## src/rtl/ffc_cfg.svh

```systemverilog
// constants for the filter fail capture and clear register bank
// Operation
// - The acknowledge register is write-only; reads return zero and change nothing.
// - Writing one to an acknowledge bit clears that unit's status, overrun and overlap flags.
// - The unit count N is one to four; acknowledge bits sit in the low N bits, the rest reserved.
// - On a permission failure or overlap the unit latches address bits 31 to 0 into its low word.
// - Each unit also holds the upper address word of the same captured access.
// - Only the first failure after reset or after the latest acknowledge is captured.
// - Capture happens whatever the action setting, even with the interrupt not driven.
// - While the status flag is set, further failures leave the captured words unchanged.
// - The upper word field is bits N down to 0, holding address bits N+32 to 32; rest reserved.
// - A set status flag means the unit's event is asserted and waits for acknowledge.
`ifndef FFC_CFG_SVH
`define FFC_CFG_SVH
`define FFC_NUM_UNITS    4
`define FFC_ADDR_W       64
`define FFC_OFS_STATUS   12'h000
`define FFC_OFS_MASK     12'h004
`define FFC_OFS_ACK      12'h008
`define FFC_OFS_ACTION   12'h00C
`define FFC_OFS_LOW0     12'h010
`define FFC_OFS_HIGH0    12'h014
`define FFC_UNIT_STRIDE  12'h008
`define FFC_POS_STATUS   0
`define FFC_POS_OVERRUN  8
`define FFC_POS_OVERLAP  16
`define FFC_RST_WORD     32'h0000_0000
`endif

```

## src/rtl/ffc_pkg.sv

```systemverilog
// types for the filter fail capture and clear register bank
package ffc_pkg;
    typedef logic [3:0]  ffc_units_t;
    typedef logic [31:0] ffc_word_t;
    typedef logic [63:0] ffc_addr_t;
    typedef enum logic [1:0] {
        FFC_IDLE   = 2'b01,
        FFC_ACCESS = 2'b10
    } ffc_apb_state_t;
endpackage

```

## src/rtl/ffc_unit_capture.sv

```systemverilog
// one filter unit: flags and first-failure address capture
`timescale 1ns/1ps
`include "ffc_cfg.svh"
module ffc_unit_capture (
    input  wire logic               clk_sys,
    input  wire logic               rst,
    input  wire logic               failPulse,
    input  wire logic               overlapPulse,
    input  wire ffc_pkg::ffc_addr_t failAddr,
    input  wire logic               ackPulse,
    output logic                    statusFlag,
    output logic                    overrunFlag,
    output logic                    overlapFlag,
    output ffc_pkg::ffc_addr_t      capAddr
);
    import ffc_pkg::*;

    typedef struct packed {
        logic      status;
        logic      overrun;
        logic      overlap;
        ffc_addr_t addr;
    } ffc_unit_state_t;

    ffc_unit_state_t state_reg;
    ffc_unit_state_t state_next;
    logic            anyFail;

    // capture on first event, flags sticky, set beats acknowledge
    always_comb begin
        anyFail    = failPulse | overlapPulse;
        state_next = state_reg;
        if (ackPulse) begin
            state_next.status  = 1'b0;
            state_next.overrun = 1'b0;
            state_next.overlap = 1'b0;
        end
        if (anyFail) begin
            if (!state_reg.status || ackPulse) begin
                state_next.addr = failAddr;
            end else begin
                state_next.overrun = 1'b1;
            end
            state_next.status = 1'b1;
        end
        if (overlapPulse) begin
            state_next.overlap = 1'b1;
        end
    end

    // state register
    always_ff @(posedge clk_sys) begin
        if (rst) begin
            state_reg <= '0;
        end else begin
            state_reg <= state_next;
        end
    end

    assign statusFlag  = state_reg.status;
    assign overrunFlag = state_reg.overrun;
    assign overlapFlag = state_reg.overlap;
    assign capAddr     = state_reg.addr;
endmodule

```

## src/rtl/ffc_apb_slave.sv

```systemverilog
// apb slave handshake: one wait-free access phase, pulses on completion
`timescale 1ns/1ps
`include "ffc_cfg.svh"
module ffc_apb_slave (
    input  wire logic                    clk_sys,
    input  wire logic                    rst,
    input  wire logic                    psel,
    input  wire logic                    penable,
    output logic                         wrStrobe,
    output logic                         rdStrobe,
    input  wire logic                    pwrite,
    output ffc_pkg::ffc_apb_state_t      phase
);
    import ffc_pkg::*;

    typedef struct packed {
        ffc_apb_state_t ph;
    } ffc_apb_reg_t;

    ffc_apb_reg_t state_reg;
    ffc_apb_reg_t state_next;

    // track setup and access phase
    always_comb begin
        state_next = state_reg;
        case (state_reg.ph)
            FFC_IDLE: begin
                if (psel && !penable) state_next.ph = FFC_ACCESS;
            end
            FFC_ACCESS: begin
                state_next.ph = FFC_IDLE;
            end
            default: state_next.ph = FFC_IDLE;
        endcase
    end

    // phase register
    always_ff @(posedge clk_sys) begin
        if (rst) begin
            state_reg.ph <= FFC_IDLE;
        end else begin
            state_reg <= state_next;
        end
    end

    // completion strobes, only in an access phase that followed a setup
    assign wrStrobe = psel && penable && pwrite && (state_reg.ph == FFC_ACCESS);
    assign rdStrobe = psel && penable && !pwrite && (state_reg.ph == FFC_ACCESS);
    assign phase    = state_reg.ph;
endmodule

```

## src/rtl/ffc_top.sv

```systemverilog
// filter fail capture and acknowledge register bank with apb access
//
// The register offsets and the APB slave port were decided locally.
`timescale 1ns/1ps
`include "ffc_cfg.svh"
module ffc_top (
    input  wire logic                clk_sys,
    input  wire logic                rst,
    input  wire logic                psel,
    input  wire logic                penable,
    input  wire logic                pwrite,
    input  wire logic [11:0]         paddr,
    input  wire logic [31:0]         pwdata,
    output logic [31:0]              prdata,
    output logic                     pready,
    output logic                     pslverr,
    input  wire ffc_pkg::ffc_units_t regionFail,
    input  wire ffc_pkg::ffc_units_t regionOverlap,
    input  wire ffc_pkg::ffc_addr_t  failAddr0,
    input  wire ffc_pkg::ffc_addr_t  failAddr1,
    input  wire ffc_pkg::ffc_addr_t  failAddr2,
    input  wire ffc_pkg::ffc_addr_t  failAddr3,
    output logic                     filter_irq_out
);
    import ffc_pkg::*;

    localparam int NU = `FFC_NUM_UNITS;

    typedef struct packed {
        ffc_word_t  rdata;
        logic       slvErr;
        ffc_units_t mask;
        ffc_units_t action;
        logic       irq;
        logic       ready;
    } ffc_top_state_t;

    ffc_top_state_t state_reg;
    ffc_top_state_t state_next;

    logic           wrStrobe;
    ffc_units_t     ackBits;
    ffc_units_t     statusV;
    ffc_units_t     overrunV;
    ffc_units_t     overlapV;
    ffc_addr_t      capAddr [NU];
    ffc_addr_t      inAddr  [NU];

    assign inAddr[0] = failAddr0;
    assign inAddr[1] = failAddr1;
    assign inAddr[2] = failAddr2;
    assign inAddr[3] = failAddr3;

    // index of the unit whose low word sits at this offset, or all ones when none
    function automatic int unitLow(input logic [11:0] a);
        int k;
        unitLow = -1;
        for (k = 0; k < NU; k++) begin
            if (a == `FFC_OFS_LOW0 + 12'(k) * `FFC_UNIT_STRIDE) unitLow = k;
        end
    endfunction

    function automatic int unitHigh(input logic [11:0] a);
        int k;
        unitHigh = -1;
        for (k = 0; k < NU; k++) begin
            if (a == `FFC_OFS_HIGH0 + 12'(k) * `FFC_UNIT_STRIDE) unitHigh = k;
        end
    endfunction

    ffc_apb_slave u_apb (
        .clk_sys  (clk_sys),
        .rst      (rst),
        .psel     (psel),
        .penable  (penable),
        .wrStrobe (wrStrobe),
        .rdStrobe (),
        .pwrite   (pwrite),
        .phase    ()
    );

    // acknowledge pulses, only low N bits take effect
    assign ackBits = (wrStrobe && paddr == `FFC_OFS_ACK) ? pwdata[NU-1:0] : '0;

    // one capture unit per filter
    genvar g;
    generate
        for (g = 0; g < NU; g++) begin : gUnit
            ffc_unit_capture u_cap (
                .clk_sys      (clk_sys),
                .rst          (rst),
                .failPulse    (regionFail[g]),
                .overlapPulse (regionOverlap[g]),
                .failAddr     (inAddr[g]),
                .ackPulse     (ackBits[g]),
                .statusFlag   (statusV[g]),
                .overrunFlag  (overrunV[g]),
                .overlapFlag  (overlapV[g]),
                .capAddr      (capAddr[g])
            );
        end
    endgenerate

    // register writes, read data and interrupt
    always_comb begin
        int ul;
        int uh;
        logic hit;
        ul = unitLow(paddr);
        uh = unitHigh(paddr);
        hit = (paddr == `FFC_OFS_STATUS) || (paddr == `FFC_OFS_MASK) ||
              (paddr == `FFC_OFS_ACK) || (paddr == `FFC_OFS_ACTION) || ul >= 0 || uh >= 0;
        state_next = state_reg;
        state_next.slvErr = 1'b0;
        state_next.ready  = 1'b1; // zero wait states, low only in reset
        if (psel && !penable) begin
            state_next.slvErr = !hit;
            state_next.rdata  = `FFC_RST_WORD;
            if (!pwrite) begin
                if (paddr == `FFC_OFS_STATUS) begin
                    state_next.rdata[`FFC_POS_STATUS +: NU]  = statusV;
                    state_next.rdata[`FFC_POS_OVERRUN +: NU] = overrunV;
                    state_next.rdata[`FFC_POS_OVERLAP +: NU] = overlapV;
                end else if (paddr == `FFC_OFS_MASK) begin
                    state_next.rdata[NU-1:0] = state_reg.mask;
                end else if (paddr == `FFC_OFS_ACTION) begin
                    state_next.rdata[NU-1:0] = state_reg.action;
                end else if (paddr == `FFC_OFS_ACK) begin
                    state_next.rdata = `FFC_RST_WORD;
                end else if (ul >= 0) begin
                    state_next.rdata = capAddr[ul][31:0];
                end else if (uh >= 0) begin
                    state_next.rdata[NU:0] = capAddr[uh][32+NU:32];
                end
            end
        end
        if (wrStrobe && paddr == `FFC_OFS_MASK) state_next.mask = pwdata[NU-1:0];
        if (wrStrobe && paddr == `FFC_OFS_ACTION) state_next.action = pwdata[NU-1:0];
        state_next.irq = |(statusV & state_reg.mask & state_reg.action);
    end

    // state register
    always_ff @(posedge clk_sys) begin
        if (rst) begin
            state_reg <= '0;
        end else begin
            state_reg <= state_next;
        end
    end

    assign prdata         = state_reg.rdata;
    assign pslverr        = state_reg.slvErr; // set by the setup edge, stands in access
    assign pready         = state_reg.ready;
    assign filter_irq_out = state_reg.irq;
endmodule

```

## config.mk

```make
export PLATFORM = sky130hd
export DESIGN_NAME = ffc_top
export DESIGN_NICKNAME = d
export VERILOG_FILES = /design/src/rtl/ffc_pkg.sv /design/src/rtl/ffc_unit_capture.sv /design/src/rtl/ffc_apb_slave.sv /design/src/rtl/ffc_top.sv
export VERILOG_INCLUDE_DIRS = /design/src /design/src/rtl
export SDC_FILE = /design/constraint.sdc
export NUM_CORES = 1
export LEC_CHECK = 0
export ABC_AREA = 1
export BUFFER_PORTS_ARGS = -buffer_cell sky130_fd_sc_hd__buf_2
export CAP_MARGIN = 20
export CORE_ASPECT_RATIO = 0.6
export CORE_UTILIZATION = 44
export CTS_CLUSTER_SIZE = 30
export DETAILED_ROUTE_END_ITERATION = 16
export PLACE_DENSITY = 0.76
export SYNTH_ARGS = -nofsm -noshare
export SYNTH_HDL_FRONTEND = slang
export SYNTH_SLANG_ARGS = --single-unit
export TNS_END_PERCENT = 50
```

## constraint.sdc

```tcl
create_clock -name clk_sys -period 1.7 [get_ports clk_sys]
set_input_delay 0.34 -clock clk_sys [delete_from_list [all_inputs] [get_ports clk_sys]]
set_output_delay 0.34 -clock clk_sys [all_outputs]
set_load 0.03 [all_outputs]
```

==> impl_results.md, run 1 <==
* Most common cell after layout, fill and taps aside: nor2_1
* CTS Sinks at 205
* Worst-Margin Slew at 0.5253 ns
* Most frequent cells in the layout: nor2_1 (228), buf_2 (211), dfxtp_1 (204), nand2_1 (129), o21ai_0 (114)
* # rows at 40
* Area growth, synth to finish at 39.14%
* EDFF count, synth at 0
* Die Area at 0.02102 sq mm
* Critical Path Max Stage Delay at ~0.32 ns
* Peak VDD IR at ~0.00058 V
* Wirelength, routed at between 20000 and 30000 microns
* First-pass detailed-route iteration total at 5
* Max FFs per register at roughly 150
* Pin count of the biggest net entering global routing at between 40 and 50
* Vias in the first global route at 8612
* Slowest-stage cell, CP: dfxtp_2
* Worst Setup End Kind: flop
* Post-CTS Hold Fix Bufs at 0
* Total number of vias at 9360
* Worst EP arrival at 2.19 ns
* Vias per std cell at 5.264
* Pleak at 5.615 nW
* Number of synthesized register bits at 205
* Bufs on Longest Clock Path at 3
* Synth warn at 0
* Pre-CTS setup slack at -0.4129 ns
* Total power divided by cell area at 964.6 mW/mm^2
* Reg2reg path depth at 11
* Final setup fails at 79
* CTS HTree Levels at 1
* Synth unique cells at 33
* Worst Skew at around 0.012 ns
* Post-DRT Antenna Nets at 0
* Delay-heaviest family, CP: simple AND/OR/NAND/NOR gates
* Clk_lat worst skew at 0.49 ns
* Post-Place Cells at 1712
* Die Wd at 186.5 microns
* Failing checks: setup timing
* Syn_nets at ~1600
* Initial antenna violation count at 0
* Seq/Total Area, Yosys at 45.67%
* CP Depth at 11
* Share of cells above drive strength 1 at between 30% and 40%
* TritonCTS clock tree: built
* Port Buf Inserts at 211
* First DRT Iteration DRCs at between 900 and 1000
* Max_cap viols at 0
* Ant diodes at 0
* RSZ-0062 raised after global routing: yes
* Avg Cell Area, Syn at approximately 7.2 sq um
* Overall global routing resource usage at about 27%
* I/O pins at 348
* Hold Crit Depth at 3
* Final nets at approximately 1800
* DRC at 0
* Initial Utilization at between 40 and 50%
* Slew margin rel. at 64.61%
* Post-detail-place hpwl at 20470 microns
* Inserted Clock Buffers at 20
* GRT overflow at 0
* Final setup margin at -0.1005 ns
* WP buf/inv at 3
* Status: complete, but fails checks
* Worst-path cell chain: inv_2 -> nor2_2 -> nand4_1 -> nor2_4 -> nand2_2 -> nand2_4 -> nand2_4 -> buf_12 -> buf_4 -> o21ai_1 -> nor2_2
* Fin cells at 1778
* WS Path Type: flop to flop
* Hold Fails Final Rpt at 0
* Mapped Area at 0.008986 sq mm
* Ys flop type: dfxtp_1
* Hold WC Path Type: input port to flop
* Syn Inst Count at roughly 1200
* Core Box Area at 0.02002 sq mm
* Worst path required time at 2.09 ns
* Worst Setup Start Kind: flop
* Max Clock Freq at 555.4 MHz
* Async SR Flop Fraction at 0%
* Min Tclk post-route at ~1.8 ns
* Max-slew violation count at 0
* Clock transition at path regs at about 0.070 ns
* CTS root buf: clkbuf_16
* First-pass GRT wire length at 44920 microns
* Critical path peak fanout at 6
* Period Utilization, post-route at 105.9%
* Routability Congestion at 0.9270
* Die H at around 110 microns
* Routed len/inst at 16.79 microns
==> cells in the mapped netlist (15+ instances only) <==
| cell | instances | area share, % |
|---|---|---|
| a21oi_1 | 100 | 5.6 |
| buf_2 | 16 | 0.89 |
| buf_4 | 40 | 3.3 |
| clkbuf_1 | 42 | 1.8 |
| dfxtp_1 | 205 | 46 |
| inv_1 | 72 | 3.0 |
| nand2_1 | 137 | 5.7 |
| nand3_1 | 48 | 2.7 |
| nor2_1 | 276 | 12 |
| o211ai_1 | 17 | 1.4 |
| o21ai_0 | 200 | 11 |
| o21ai_1 | 15 | 0.84 |
==> per-stage QoR <==
stage	util, %	power (mW)	hold WS, ns	cell area (sq um)	TNS [ns]
floorplan	-	6.100	0.4021	9032	-0.5398
global placement	53.67	6.703	0.4147	10740	-45.09
detailed placement	53.67	6.743	0.4258	10740	-49.58
CTS	59.05	11.78	0.03740	11820	-0.8443
global route	62.46	12.52	0.04818	12500	-20.79
finish	62.46	12.06	0.05032	12500	-3.860
==> power breakdown <==
group          internal (mW)  switching (mW)
Clock                   3.04            1.92
Sequential              5.13           0.190
Combinational          0.808           0.974
==> cell type report <==
cell class | count | area, sq um
clock buffers | 25 | 580.6
clock inverters | 11 | 161.4
fillers | 1747 | 7516
inverters | 88 | 381.6
multi-input cells | 843 | 4409
flip-flops and latches | 205 | 4105
well taps | 273 | 341.6
repair buffers | 333 | 2524
==> final timing paths <==
| check | from | to | slack (ns) |
|---|---|---|---|
| setup / recovery | u_apb.phase[1] | gUnit[0].u_cap.capAddr[13] | -0.10 |
| setup reg to reg | u_apb.phase[1] | gUnit[0].u_cap.capAddr[13] | -0.10 |
| hold reg to reg | gUnit[3].u_cap.capAddr[16] | gUnit[3].u_cap.capAddr[16] | 0.45 |
| hold / removal | failAddr3[12] | gUnit[3].u_cap.capAddr[12] | 0.05 |
==> metal layers <==
| metal | GRT usage [%] | routed length [microns] | vias up | share of wire, % |
|---|---|---|---|---|
| li1 | - | - | 4559 | - |
| met3 | 4.435 | 2765 | 44 | 9.3 |
| met1 | 39.03 | 13670 | 4342 | 46 |
| met2 | 41.52 | 12830 | 415 | 43 |
| met4 | 6.175 | 586 | 0 | 2.0 |
| met5 | 0 | 0 | - | 0 |
==> worst min-delay path, cell delays in order <==
cell and delay, ns:
buf_2 0.08, nor2_1 0.03, nor2_1 0.06
==> cells by family after synthesis <==
group                  Yosys count  share of synthesized area (%)
and+or+nand+nor                484                          22.35
DFF                            205                          45.67
AOI/OAI and AO/OA              359                          21.04
buffers and inverters          197                          10.94
==> timing repair <==
item / CTS / global route
setup buffers: 23 / 3
gates cloned: 4 / 8
pin swaps: 14 / 49
gates resized for setup: 68 / 186
setup endpoints to repair: 115 / 153
(Power assumes the default switching activity.)
==> inputs of run 2 (changes only) <==
- clock period: 1.7 -> 1.5 ns (I/O delays scaled with it)
==> run 2 against run 1 <==
Compared with the run above: the run still ends with setup timing left; core utilization increased by 2.3 points; clock power increased by 14%; register-to-register slack got worse by 0.21 ns; global-route usage increased by 2.4 points; fmax decreased by 0.74%; clock skew decreased by 0.0028 ns; die area unchanged; non-clock buffer count increased by 4; wire length increased by 13%; clock-buffer cell count increased by 3; first-iteration DRC count increased by 22%.
==> impl_results.md, run 2 (synthesized netlist as in run 1, its figures left out) <==
* Status: complete, but fails checks
* Failing checks: setup timing
* Min Tclk post-route at 1.814 ns (+0.01348 ns)
* Worst path required time at 1.92 ns (-0.17 ns)
* Initial Utilization at 44.89% (unchanged)
* Layer with the highest usage: met1
* Reg2reg setup slack at -0.31 ns (-0.21 ns)
* Clock share of power at 40.5% (-0.6 points)
* Critical path peak fanout at 7 (+1)
* Area growth, synth to finish at 44.29%
* Routability Congestion at 0.9630 (+3.9%)
* Switching part of the total at 26.21% (+0.63 points)
* Reg2reg start: u_apb.phase[1]
* TNS Setup at -36.30 ns (-32.44 ns)
* Reg2reg path depth at 12 (+1)
* Wirelength, routed at 33690 microns (+13%)
* Pin count of the biggest net entering global routing at 48 (+14%)
* # rows at 40 (unchanged)
* Hold Fails Final Rpt at 0 (unchanged)
* Pleak at 5.721 nW (+1.9%)
* Slew margin rel. at 68.84% (+4.2 points)
* Design Power at 13.99 mW (+16%)
* First-pass detailed-route iteration total at 8 (+3)
* Vias per std cell at 5.438 (+3.3%)
* DRC at 0 (unchanged)
* Share of power burned in registers at 43.1% (-1.0 points)
* Initial antenna violation count at 0 (unchanged)
* Final nets at 1809 (+0.28%)
* Final setup margin at -0.3140 ns (-0.2135 ns)
* Inserted Clock Buffers at 21 (+5.0%)
* Core Box Area at 0.02002 sq mm (unchanged)
* RSZ-0062 raised after global routing: yes
* Clock transition at path regs at 0.06 ns (about the same)
* Net switching power figure at 3.667 mW (+19%)
* First-pass GRT wire length at 47890 microns (+6.6%)
* Peak VDD IR at 0.0008422 V (+46%)
* CTS Sinks at 205 (unchanged)
* Cell mode on critical path: nor2_1
* Die Area at 0.02102 sq mm (unchanged)
* R2r endpoint: gUnit[1].u_cap.capAddr[5]
* Period Utilization, post-route at 120.9% (+15 points)
* CTS HTree Levels at 1 (unchanged)
* Post-DRT Antenna Nets at 0 (unchanged)
* Met1 GRT Util at 43.30% (+4.3 points)
* Die H at 112.7 microns (unchanged)
* Finished Core Util at 64.77% (+2.3 points)
* Ant diodes at 0 (unchanged)
* Most common cell after layout, fill and taps aside: nor2_1
* Worst EP arrival at 2.23 ns (+0.04 ns)
* Max-slew violation count at 0 (unchanged)
* Crit path capture: gUnit[1].u_cap.capAddr[5]
* WS Path Type: flop to flop
* I/O pins at 348 (unchanged)
* CTS root buf: clkbuf_16
* Vias in the first global route at 8761 (+1.7%)
* Hold WC Path Type: input port to flop
* Met3 usage in global routing at 7.413% (+3.0 points)
* Int Pwr at 10.32 mW (+15%)
* First DRT Iteration DRCs at 1157 (+22%)
* Worst Skew at 0.008839 ns (-0.002767 ns)
* Clk_lat worst skew at 0.49 ns (about the same)
* Combinational share of power at 16.4% (+1.6 points)
* Filler Cell Count at 1705 (-2.4%)
* CP startpoint: u_apb.phase[1]
* Overall global routing resource usage at 29.16% (+2.4 points)
* Slowest-stage cell, CP: dfxtp_2
* Met2 Resource Use GR at 42.16% (+0.65 points)
* Max_cap viols at 0 (unchanged)
* Worst-Margin Slew at 0.4674 ns (-0.05794 ns)
* Bufs on Longest Clock Path at 3 (unchanged)
* Final setup fails at 155 (+96%)
* TritonCTS clock tree: built
* Share of cells above drive strength 1 at 39.35% (+5.4 points)
* Worst-path cell chain: inv_2 -> nor2_2 -> nand4_1 -> buf_4 -> nor2_4 -> nand2_2 -> nand2_4 -> nand2_8 -> clkinv_8 -> buf_16 -> nor2_1 -> nor2_1
* Total number of vias at 9680 (+3.4%)
* Worst Setup Start Kind: flop
* Critical Path Max Stage Delay at 0.32 ns (about the same)
* Pre-CTS setup slack at -0.6541 ns (-0.2411 ns)
* Routed len/inst at 18.93 microns (+13%)
* Most frequent cells in the layout: nor2_1 (231), buf_2 (211), dfxtp_1 (204), nand2_1 (124), o21ai_2 (103)
* GRT overflow at 0 (unchanged)
* Post-CTS Hold Fix Bufs at 0 (unchanged)
* Max Clock Freq at 551.3 MHz (-0.74%)
* Total power divided by cell area at 1079 mW/mm^2 (+12%)
* Post-detail-place hpwl at 21500 microns (+5.1%)
* Die Wd at 186.5 microns (unchanged)
* Worst Setup End Kind: flop
* Max FFs per register at 148 (unchanged)
* Port Buf Inserts at 211 (unchanged)
-- run 2: critical path: cells and delay by family, from the launching register on --
family        cells  cell delay [ns]
buf+inv           4             0.48
flops             1             0.32
simple gates      8             0.93
-- run 2: per-stage QoR --
stage	area (sq um)	instances	hold WS (ns)
3_3_place_gp	10790	1719	0.4393
5_1_grt	12970	1780	0.01812
4_1_cts	12080	1764	0.01546
6_report	12970	1780	0.02093
3_5_place_dp	10790	1719	0.4441
2_1_floorplan	9097	1245	0.4001
-- run 2: timing repair --
item | in CTS | in global routing
hold endpoints to repair | 0 | 0
setup endpoints to repair | 152 | 193
pin swaps | 11 | 41
cloned | 7 | 14
buffers inserted | 5 | 2
gates resized for setup | 159 | 190
-- run 2: worst min path at each step --
stage	start	to	slack (ns)	cells past startpoint
detailed placement	gUnit[3].u_cap.capAddr[24]	gUnit[3].u_cap.capAddr[24]	0.44	2
finish	failAddr3[12]	gUnit[3].u_cap.capAddr[12]	0.02	3
CTS	failAddr3[12]	gUnit[3].u_cap.capAddr[12]	0.02	3
floorplan	pwdata[0]	gUnit[0].u_cap.overrunFlag	0.40	1
global route	failAddr3[12]	gUnit[3].u_cap.capAddr[12]	0.02	3
global placement	gUnit[3].u_cap.capAddr[20]	gUnit[3].u_cap.capAddr[20]	0.44	2
-- run 2: final cells by class --
| class | count | area, sq um | area share, % |
|---|---|---|---|
| inverters | 88 | 392.9 | 3.030 |
| flip-flops and latches | 205 | 4105 | 31.66 |
| clock inverters | 6 | 135.1 | 1.042 |
| well taps | 273 | 341.6 | 2.634 |
| repair buffers | 337 | 2699 | 20.81 |
| multi-input cells | 843 | 4691 | 36.18 |
| clock buffers | 28 | 601.8 | 4.642 |
-- run 2: power groups by stage --
| stage | logic [mW] | clock network (mW) | registers [mW] |
|---|---|---|---|
| after global routing | 2.45 | 5.96 | 6.06 |
| after CTS | 1.85 | 5.69 | 6.00 |
| after global placement | 1.52 | 0 | 6.11 |
| after detailed placement | 1.55 | 0 | 6.12 |
| final | 2.29 | 5.66 | 6.03 |
| after floorplan | 0.884 | 0 | 6.06 |
-- run 2: layer usage --
metal  wire, microns  part of all wire, %  up-vias
met1           14810                   44     4484
met4             809                  2.4        0
li1                -                    -     4578
met2           13840                   41      552
met3            4235                   13       66
met5               0                    0        -
